## src/bus_read_cycle_defs.vh

```
// Constants for the backplane read-cycle sequencer.
// Assumes inclusion by bare name from the sequencer sources.
`ifndef BUS_READ_CYCLE_DEFS_VH
`define BUS_READ_CYCLE_DEFS_VH

// Opcode of the input instruction, octal 333
`define OPC_INPUT          8'hDB
// Status byte bit positions
`define ST_BIT_MEMR        7
`define ST_BIT_INP         6
`define ST_BIT_M1          5
// Status bytes driven in T1, and the byte loaded at reset
`define ST_BYTE_MEM_READ   8'h80
`define ST_BYTE_PORT_INPUT 8'h40
`define ST_BYTE_RESET      8'h00
// Machine-cycle kinds
`define CYC_OPERAND_LOW    2'h0
`define CYC_OPERAND_HIGH   2'h1
`define CYC_PORT_NUMBER    2'h2
`define CYC_PORT_INPUT     2'h3
// Clock states per read cycle
`define STATES_PER_CYCLE   2'h3
`define PC_RESET           16'h0000

`endif

```

## src/bus_read_cycle_sequencer.v

```verilog
// Sequencer for operand memory reads and the input read cycle on the backplane.
// Assumes start_i pulses after an opcode fetch; backplane inputs are synchronous.
`include "bus_read_cycle_defs.vh"
`default_nettype none

module bus_read_cycle_sequencer
(
    input  wire        sys_clk_i,
    input  wire        arst_n_i,
    input  wire        clk_en_i,
    input  wire        start_i,
    input  wire [7:0]  opcode_i,
    input  wire        port_access_i,
    input  wire [15:0] pc_fetch_i,
    input  wire [7:0]  data_in_lines_i,
    input  wire        front_panel_input_gate_i,
    output reg  [15:0] address_lines_o,
    output reg  [7:0]  status_data_o,
    output reg         bus_cycle_sync_o,
    output wire        status_latch_strobe_n_o,
    output wire        status_memory_read_o,
    output wire        status_port_input_o,
    output wire        status_opcode_fetch_o,
    output reg         cpu_data_in_enable_o,
    output wire        bus_data_in_strobe_o,
    output wire        buffer_input_enable_n_o,
    output reg  [15:0] operand_address_o,
    output reg  [7:0]  port_data_o,
    output reg  [15:0] program_counter_o,
    output wire        busy_o,
    output reg         done_o
);

    // Clock states; binary codes
    localparam [1:0] ST_IDLE = 2'h0;
    localparam [1:0] ST_T1   = 2'h1;
    localparam [1:0] ST_T2   = 2'h2;
    localparam [1:0] ST_T3   = 2'h3;

    reg  [1:0] tstate;
    reg  [1:0] next_tstate;
    reg  [1:0] cycle_kind;
    reg        strobe_pending;
    wire [7:0] latched_status;
    wire       gated_in;

    assign busy_o = (tstate != ST_IDLE);

    // One-clock low strobe right at the start of T2, following a high sync
    assign status_latch_strobe_n_o = ~strobe_pending;

    status_latch u_status_latch
    (
        .sys_clk_i  (sys_clk_i),
        .arst_n_i   (arst_n_i),
        .clk_en_i   (clk_en_i),
        .strobe_n_i (status_latch_strobe_n_o),
        .status_i   (status_data_o),
        .status_o   (latched_status)
    );

    // Backplane status lines come only from the latch, never from T1 data
    assign status_memory_read_o  = latched_status[`ST_BIT_MEMR];
    assign status_port_input_o   = latched_status[`ST_BIT_INP];
    assign status_opcode_fetch_o = latched_status[`ST_BIT_M1];

    // Data-in enable repeated to the bus; buffers open while it is high
    assign bus_data_in_strobe_o    = cpu_data_in_enable_o;
    assign buffer_input_enable_n_o = ~cpu_data_in_enable_o;
    // Front-panel gate low means the panel owns the data path
    assign gated_in = cpu_data_in_enable_o & front_panel_input_gate_i;

    // Three states per machine cycle, then either chain or go idle
    always @*
    begin
        next_tstate = tstate;
        case (tstate)
            ST_IDLE:
                if (start_i)
                    next_tstate = ST_T1;
            ST_T1:
                next_tstate = ST_T2;
            ST_T2:
                next_tstate = ST_T3;
            ST_T3:
                if (cycle_kind == `CYC_OPERAND_LOW && !port_access_i)
                    next_tstate = ST_T1;
                else if (cycle_kind == `CYC_PORT_NUMBER && opcode_i == `OPC_INPUT)
                    next_tstate = ST_T1;
                else
                    next_tstate = ST_IDLE;
            default:
                next_tstate = ST_IDLE;
        endcase
    end

    // Sequencing, bus drive and capture of inbound bytes
    always @(posedge sys_clk_i or negedge arst_n_i)
    begin
        if (!arst_n_i)
        begin
            tstate               <= ST_IDLE;
            cycle_kind           <= `CYC_OPERAND_LOW;
            strobe_pending       <= 1'b0;
            address_lines_o      <= `PC_RESET;
            status_data_o        <= `ST_BYTE_RESET;
            bus_cycle_sync_o     <= 1'b0;
            cpu_data_in_enable_o <= 1'b0;
            operand_address_o    <= `PC_RESET;
            port_data_o          <= 8'h00;
            program_counter_o    <= `PC_RESET;
            done_o               <= 1'b0;
        end
        else if (clk_en_i)
        begin
            tstate         <= next_tstate;
            done_o         <= 1'b0;
            strobe_pending <= (tstate == ST_T1) && bus_cycle_sync_o;
            bus_cycle_sync_o <= 1'b0;
            case (tstate)
                ST_IDLE:
                    if (start_i)
                    begin
                        // Operand read starts at the incremented fetch address
                        program_counter_o <= pc_fetch_i + 16'h0001;
                        address_lines_o   <= pc_fetch_i + 16'h0001;
                        status_data_o     <= `ST_BYTE_MEM_READ;
                        bus_cycle_sync_o  <= 1'b1;
                        cycle_kind        <= port_access_i ? `CYC_PORT_NUMBER : `CYC_OPERAND_LOW;
                    end
                ST_T1:
                    // Enable raised at the end of T2 so it covers T3 only
                    cpu_data_in_enable_o <= 1'b0;
                ST_T2:
                    cpu_data_in_enable_o <= 1'b1;
                ST_T3:
                begin
                    cpu_data_in_enable_o <= 1'b0;
                    case (cycle_kind)
                        `CYC_OPERAND_LOW:
                        begin
                            if (gated_in)
                                operand_address_o[7:0] <= data_in_lines_i;
                            if (!port_access_i)
                            begin
                                program_counter_o <= program_counter_o + 16'h0001;
                                address_lines_o   <= program_counter_o + 16'h0001;
                                status_data_o     <= `ST_BYTE_MEM_READ;
                                bus_cycle_sync_o  <= 1'b1;
                                cycle_kind        <= `CYC_OPERAND_HIGH;
                            end
                            else
                                done_o <= 1'b1;
                        end
                        `CYC_OPERAND_HIGH:
                        begin
                            if (gated_in)
                                operand_address_o[15:8] <= data_in_lines_i;
                            program_counter_o <= program_counter_o + 16'h0001;
                            done_o <= 1'b1;
                        end
                        `CYC_PORT_NUMBER:
                        begin
                            if (gated_in)
                                operand_address_o <= {8'h00, data_in_lines_i};
                            if (opcode_i == `OPC_INPUT)
                            begin
                                // Device number on both halves; counter left as is
                                // With the panel gate low the held number is reused, not raw bus data
                                if (gated_in)
                                    address_lines_o <= {data_in_lines_i, data_in_lines_i};
                                else
                                    address_lines_o <= {operand_address_o[7:0], operand_address_o[7:0]};
                                status_data_o    <= `ST_BYTE_PORT_INPUT;
                                bus_cycle_sync_o <= 1'b1;
                                cycle_kind       <= `CYC_PORT_INPUT;
                            end
                            else
                            begin
                                program_counter_o <= program_counter_o + 16'h0001;
                                done_o <= 1'b1;
                            end
                        end
                        `CYC_PORT_INPUT:
                        begin
                            if (gated_in)
                                port_data_o <= data_in_lines_i;
                            program_counter_o <= program_counter_o + 16'h0001;
                            done_o <= 1'b1;
                        end
                        default:
                            done_o <= 1'b1;
                    endcase
                end
                default:
                    cpu_data_in_enable_o <= 1'b0;
            endcase
        end
    end

endmodule

`default_nettype wire

```

## src/status_latch.v

```verilog
// Eight-bit status latch loaded by the active-low status strobe.
// Assumes the strobe is a one-clock low pulse synchronous to sys_clk_i.
`include "bus_read_cycle_defs.vh"
`default_nettype none

module status_latch
(
    input  wire       sys_clk_i,
    input  wire       arst_n_i,
    input  wire       clk_en_i,
    input  wire       strobe_n_i,
    input  wire [7:0] status_i,
    output reg  [7:0] status_o
);

    // Holds between strobes so the backplane sees a steady status from T3 until the next T2
    always @(posedge sys_clk_i or negedge arst_n_i)
    begin
        if (!arst_n_i)
            status_o <= `ST_BYTE_RESET;
        else if (clk_en_i && !strobe_n_i)
            status_o <= status_i;
    end

endmodule

`default_nettype wire

```

## config.mk

```make
export PLATFORM = sky130hd
export DESIGN_NAME = bus_read_cycle_sequencer
export DESIGN_NICKNAME = d
export VERILOG_FILES = /design/src/bus_read_cycle_sequencer.v /design/src/status_latch.v
export VERILOG_INCLUDE_DIRS = /design/src
export SDC_FILE = /design/constraint.sdc
export NUM_CORES = 1
export LEC_CHECK = 0
export BUFFER_PORTS_ARGS = -buffer_cell sky130_fd_sc_hd__buf_4
export CORE_MARGIN = 5
export CORE_UTILIZATION = 40
export DETAILED_ROUTE_END_ITERATION = 16
export GPL_TIMING_DRIVEN = 0
export SKIP_CTS_REPAIR_TIMING = 1
export SLEW_MARGIN = 25
export SYNTH_ARGS = -nofsm -noshare
export SYNTH_HDL_FRONTEND = slang
export SYNTH_HIERARCHICAL = 1
export SYNTH_SLANG_ARGS = --single-unit
```

## constraint.sdc

```tcl
create_clock -name sys_clk_i -period 2.2 [get_ports sys_clk_i]
set_input_delay 0.22 -clock sys_clk_i [delete_from_list [all_inputs] [get_ports sys_clk_i]]
set_output_delay 0.22 -clock sys_clk_i [all_outputs]
set_load 0.1 [all_outputs]
```

# Word-level counts from Yosys, hierarchy flattened

Cells that the tools add are included.

Flip-flop bits (word level): 80
Input bits: 38
Output and inout port bits: 74
Word-level logic and storage cells: 92

$add $sub $neg: 2
Eq/ne operators: 15
Multiplexer cells: 38
Bitwise operators: 3
Reductions and logical operators: 21

Operators with widths:

| kind                                                 | count |
|---|---|
| 2-to-1 mux 16 bit                                    | 6 |
| one-hot mux 16 bit (2 select lines)                  | 3 |
| one-hot mux 8 bit (2 select lines)                   | 4 |
| one-hot mux 16 bit (3 select lines)                  | 1 |
| adder 16 x 1 -> 16 bit (second input constant)       | 2 |
| 2-to-1 mux 8 bit                                     | 4 |
| AND reduction 5 bit                                  | 3 |
| inequality test 3 bit (second input constant)        | 4 |
| 2-to-1 mux 2 bit                                     | 5 |
| nonzero test 2 bit                                   | 5 |
| equality test 2 bit (second input constant)          | 4 |
| equality test 8 bit (second input constant)          | 1 |
| 2-to-1 mux 1 bit                                     | 8 |
| inequality test 2 bit (second input constant)        | 4 |
| one-hot mux 2 bit (2 select lines)                   | 2 |
| one-hot mux 2 bit (4 select lines)                   | 1 |
| one-hot mux 1 bit (2 select lines)                   | 3 |
| AND reduction 6 bit                                  | 1 |
| equality test 2 x 1 -> 1 bit (second input constant) | 2 |
| logical AND 1 bit                                    | 4 |
| zero test 2 bit                                      | 2 |
| AND reduction 2 bit                                  | 2 |
| AND reduction 4 bit                                  | 1 |
| OR reduction 2 bit                                   | 2 |
| 4 further kinds                                      | 5 |

# Logic depth before layout (Yosys ltp)

Depth in word-level cells: 5
Mapped depth: 9
Gate-level depth less buffers: 7

# By module

Netlist, hierarchy kept.

By module, submodules not included:

| module                   | times used | cells an instance | area each (µm²) | seq. area each (µm²) |
|---|---|---|---|---|
| bus_read_cycle_sequencer | 1          | 423               | 3971.3          | 1651.6 |
| status_latch             | 1          | 18                | 345.3           | 200.2 |

# Worst setup path after synthesis

No wires, ideal clock.

Path kind: register to register
From: reg program_counter_o[0]
To: reg address_lines_o[14]
Arrival time: 2.524 ns
Required time: 2.122 ns
Path slack: -0.402 ns
Cell stages (with the launch flop): 7
Path buffers: 0
Period minus slack after synthesis: 2.602 ns
Path through: dfrtp_1 > ha_1 > nand4_1 > nor4_1 > mux2_2 > o221a_1 > a21oi_1

Cells in the longest elaborated chain, start to end: 4

RTL lines:

| element                             | line                           | RTL |
|---|---|---|
| from (decl)                         | bus_read_cycle_sequencer.v:29  | `output reg [15:0] program_counter_o,` |
| from (signal assigned)              | bus_read_cycle_sequencer.v:111 | `` program_counter_o <= `PC_RESET; `` |
| from (signal assigned)              | bus_read_cycle_sequencer.v:125 | `program_counter_o <= pc_fetch_i + 16'h0001;` |
| from (signal assigned)              | bus_read_cycle_sequencer.v:146 | `program_counter_o <= program_counter_o + 16'h0001;` |
| adder 16 x 1 -> 16 bit              | bus_read_cycle_sequencer.v:147 | `address_lines_o <= program_counter_o + 16'h0001;` |
| 2-to-1 mux 16 bit                   | bus_read_cycle_sequencer.v:144 | `if (!port_access_i)` |
| one-hot mux 16 bit (2 select lines) | bus_read_cycle_sequencer.v:139 | `case (cycle_kind)` |
| one-hot mux 16 bit (2 select lines) | bus_read_cycle_sequencer.v:120 | `case (tstate)` |
| to (signal assigned)                | bus_read_cycle_sequencer.v:126 | `address_lines_o <= pc_fetch_i + 16'h0001;` |
| to (signal assigned)                | bus_read_cycle_sequencer.v:147 |  |
| to (signal assigned)                | bus_read_cycle_sequencer.v:171 | `address_lines_o <= {data_in_lines_i, data_in_lines_i};` |
| to (decl)                           | bus_read_cycle_sequencer.v:17  | `output reg [15:0] address_lines_o,` |

No other way between the ends. The select of a mux whose other input is x is not followed.
A chain may end at the register's enable or synchronous reset.

# Final worst setup path

From: reg tstate[0]
To: reg address_lines_o[12]

Cells in the longest elaborated chain, start to end: 3

RTL lines:

| element                                                              | line                           | RTL |
|---|---|---|
| from (decl)                                                          | bus_read_cycle_sequencer.v:40  | `reg [1:0] tstate;` |
| from (signal assigned)                                               | bus_read_cycle_sequencer.v:116 | `tstate <= next_tstate;` |
| equality test 2 bit / zero test 2 bit (equally long branches)        | bus_read_cycle_sequencer.v:120 |  |
| inequality test 3 bit (no source line), or another cell as far along | -                              |  |
| AND reduction 6 bit (no source line)                                 | -                              |  |
| to (signal assigned)                                                 | bus_read_cycle_sequencer.v:105 | `` address_lines_o <= `PC_RESET; `` |
| to (signal assigned)                                                 | bus_read_cycle_sequencer.v:126 |  |
| to (signal assigned)                                                 | bus_read_cycle_sequencer.v:147 |  |

Several ways; a longest one is shown, not always the timed one.

==> flow_summary.yaml <==
run_status:
  outcome: "complete, but fails checks"
  violations: "negative hold slack"
sta:
  setup_viol: 0
  slew_violations: 0
  max_slew_margin_pct: 40.8
  tightestPinTransition_ns: 0.888
  hold_violations: 29
  max_freq_ghz: 0.476
  post-route-period-util_pct: 95.6
  min_period_ns: 2.10
  rsz0062_at_grt: "no"
  holdWs_ns: -0.0173
  fin_ws_ns: 0.0975
  finClkSkew_ns: 0.0115
  fin_tns_setup_ns: 0
setup_path:
  crit_path_max_fanout: 10
  slowest_delay_ns: 0.42
  critPathLaunchType: "flip-flop"
  crit_arrival_ns: 2.34
  cp-end-kind: "flip-flop"
  crit_chain: "ha_2 > buf_4 > nand2b_2 > o21ai_1 > o2111a_2 > buf_6 > nor2b_2 > a31oi_1"
  critPathKind: "flip-flop to flip-flop"
  crit_family: "compound AO/OA/AOI/OAI gates"
  worstPathRequired_ns: 2.43
  worst-path-buf-inv: 2
  crit_slowest_cell: "dfrtp_1"
clocking:
  cts_buffers: 9
  root_buffer: "clkbuf_8"
  path_clk_slew_ns: 0.08
  cts_tree: "done"
  insertion_delay_ns: 0.35
  numClockSinks: 69
  cts.path.max_buffers: 2
  cts_max_level: 3
route:
  route.detailed.drc: 0
  totalWireLength_um: 12600
  drt_first_pass_iters: 7
  viasPerCell: 5.42
  post_drt_wl_per_cell_um: 18.2
  initialDrtViolationCount: 231
  drtAntennaViolNets: 0
  vias: 3763
floorplan:
  rows: 37
  dieArea_mm2: 0.0124
  die_x_um: 111
  die_y_um: 111
  core_area_mm2: 0.0102
  floorplan.initialDensity_pct: 40.4
  ios: 112
worst_hold_path:
  min_path_type: "input pin to async pin"
grt:
  grt_pass1_wl_um: 20400
  grt_pass1_vias: 3827
  grt_start_max_net_pins: 70
  grt-ovfl-total: 0
  grt_usage_pct: 20.4
  antenna_found_initial: 0
finish:
  design_area_mm2: 0.00543
  drive_gt1_share_pct: 37.8
  diodes: 0
  syn2layout_area_growth_pct: 31.8
  instances_no_fill: 694
  num-nets-final: 597
place:
  io_buffers: 105
  hpwlAfterDp_um: 9490
  placed_cell_area_mm2: 0.00513
  place_worst_setup_slack_ns: -0.210
  dp_cells: 678
  gp_congestion: 0.901
yosys:
  ys.warnings.count: 6
  synth_cells: 431
  syn-cell-area_mm2: 0.00412
  postSynthAreaPerCell_um2: 9.55
job:
  maxCapViolations: 0
[sequential cells by signal, indices dropped and copies added, names as in the netlist]
register and flops:
operand_address_o 16, strobe_pending 1, cycle_kind 2, done_o 1
status_data_o 2, program_counter_o 16, u_status_latch/status_o 3, tstate 2
port_data_o 8, address_lines_o 16, bus_data_in_strobe_o 1, bus_cycle_sync_o 1
[cell usage in the layout, fill, tap and decap left out, types with 11 or more instances in the layout]
| cell | n |
|---|---|
| xnor2_1 | 11 |
| nand2_1 | 35 |
| nor2_1 | 36 |
| mux2_2 | 22 |
| inv_1 | 19 |
| nor3_1 | 12 |
| buf_4 | 118 |
| o21ai_0 | 29 |
| a21oi_1 | 17 |
| nand3_1 | 20 |
| dfrtp_1 | 59 |
[metal layers]
layer  global-route usage (%)  routed length (um)
met2                     32.8                5740
met5                        0                   0
met3                     4.84                1100
met1                     27.1                5570
met4                     6.65                 205
[final cells by class]
class | instances | area, um^2
clock inverters | 5 | 108
inverters | 21 | 82.6
flip-flops and latches | 69 | 1740
fillers | 952 | 4760
clock buffers | 11 | 141
multi-input cells | 320 | 2190
well taps | 136 | 170
plain buffers | 27 | 204
repair buffers | 105 | 788
[worst register-to-register path, cell delays in order, from the launching register on]
cell      delay (ns)
dfrtp_1         0.42
ha_2            0.24
buf_4           0.22
nand2b_2        0.16
o21ai_1         0.11
o2111a_2        0.30
buf_6           0.19
nor2b_2         0.24
a31oi_1         0.11
[worst paths after layout]
check,start,endpoint,slack (ns),depth (start not counted)
setup / recovery,tstate[0],address_lines_o[12],0.1,8
hold / removal,arst_n_i,u_status_latch/status_o[6],-0.02,1
setup reg to reg,tstate[0],address_lines_o[12],0.1,8
hold reg to reg,address_lines_o[3],address_lines_o[3],0.51,1
max in group asynchronous,arst_n_i,program_counter_o[4],1.59,1
min in group sys_clk_i,data_in_lines_i[2],operand_address_o[10],0.12,3
[stage by stage]
stage	hold WS (ns)	utilization, %
after floorplan	-0.0756	-
after global placement	0.410	50.3
after detailed placement	0.409	50.3
after CTS	0.0189	52.8
after global routing	0.0648	53.3
final	-0.0173	53.3
Power is left out: the tool's default activity adds up to more than one toggle a clock period on the data nets, which glitch-free logic cannot reach.
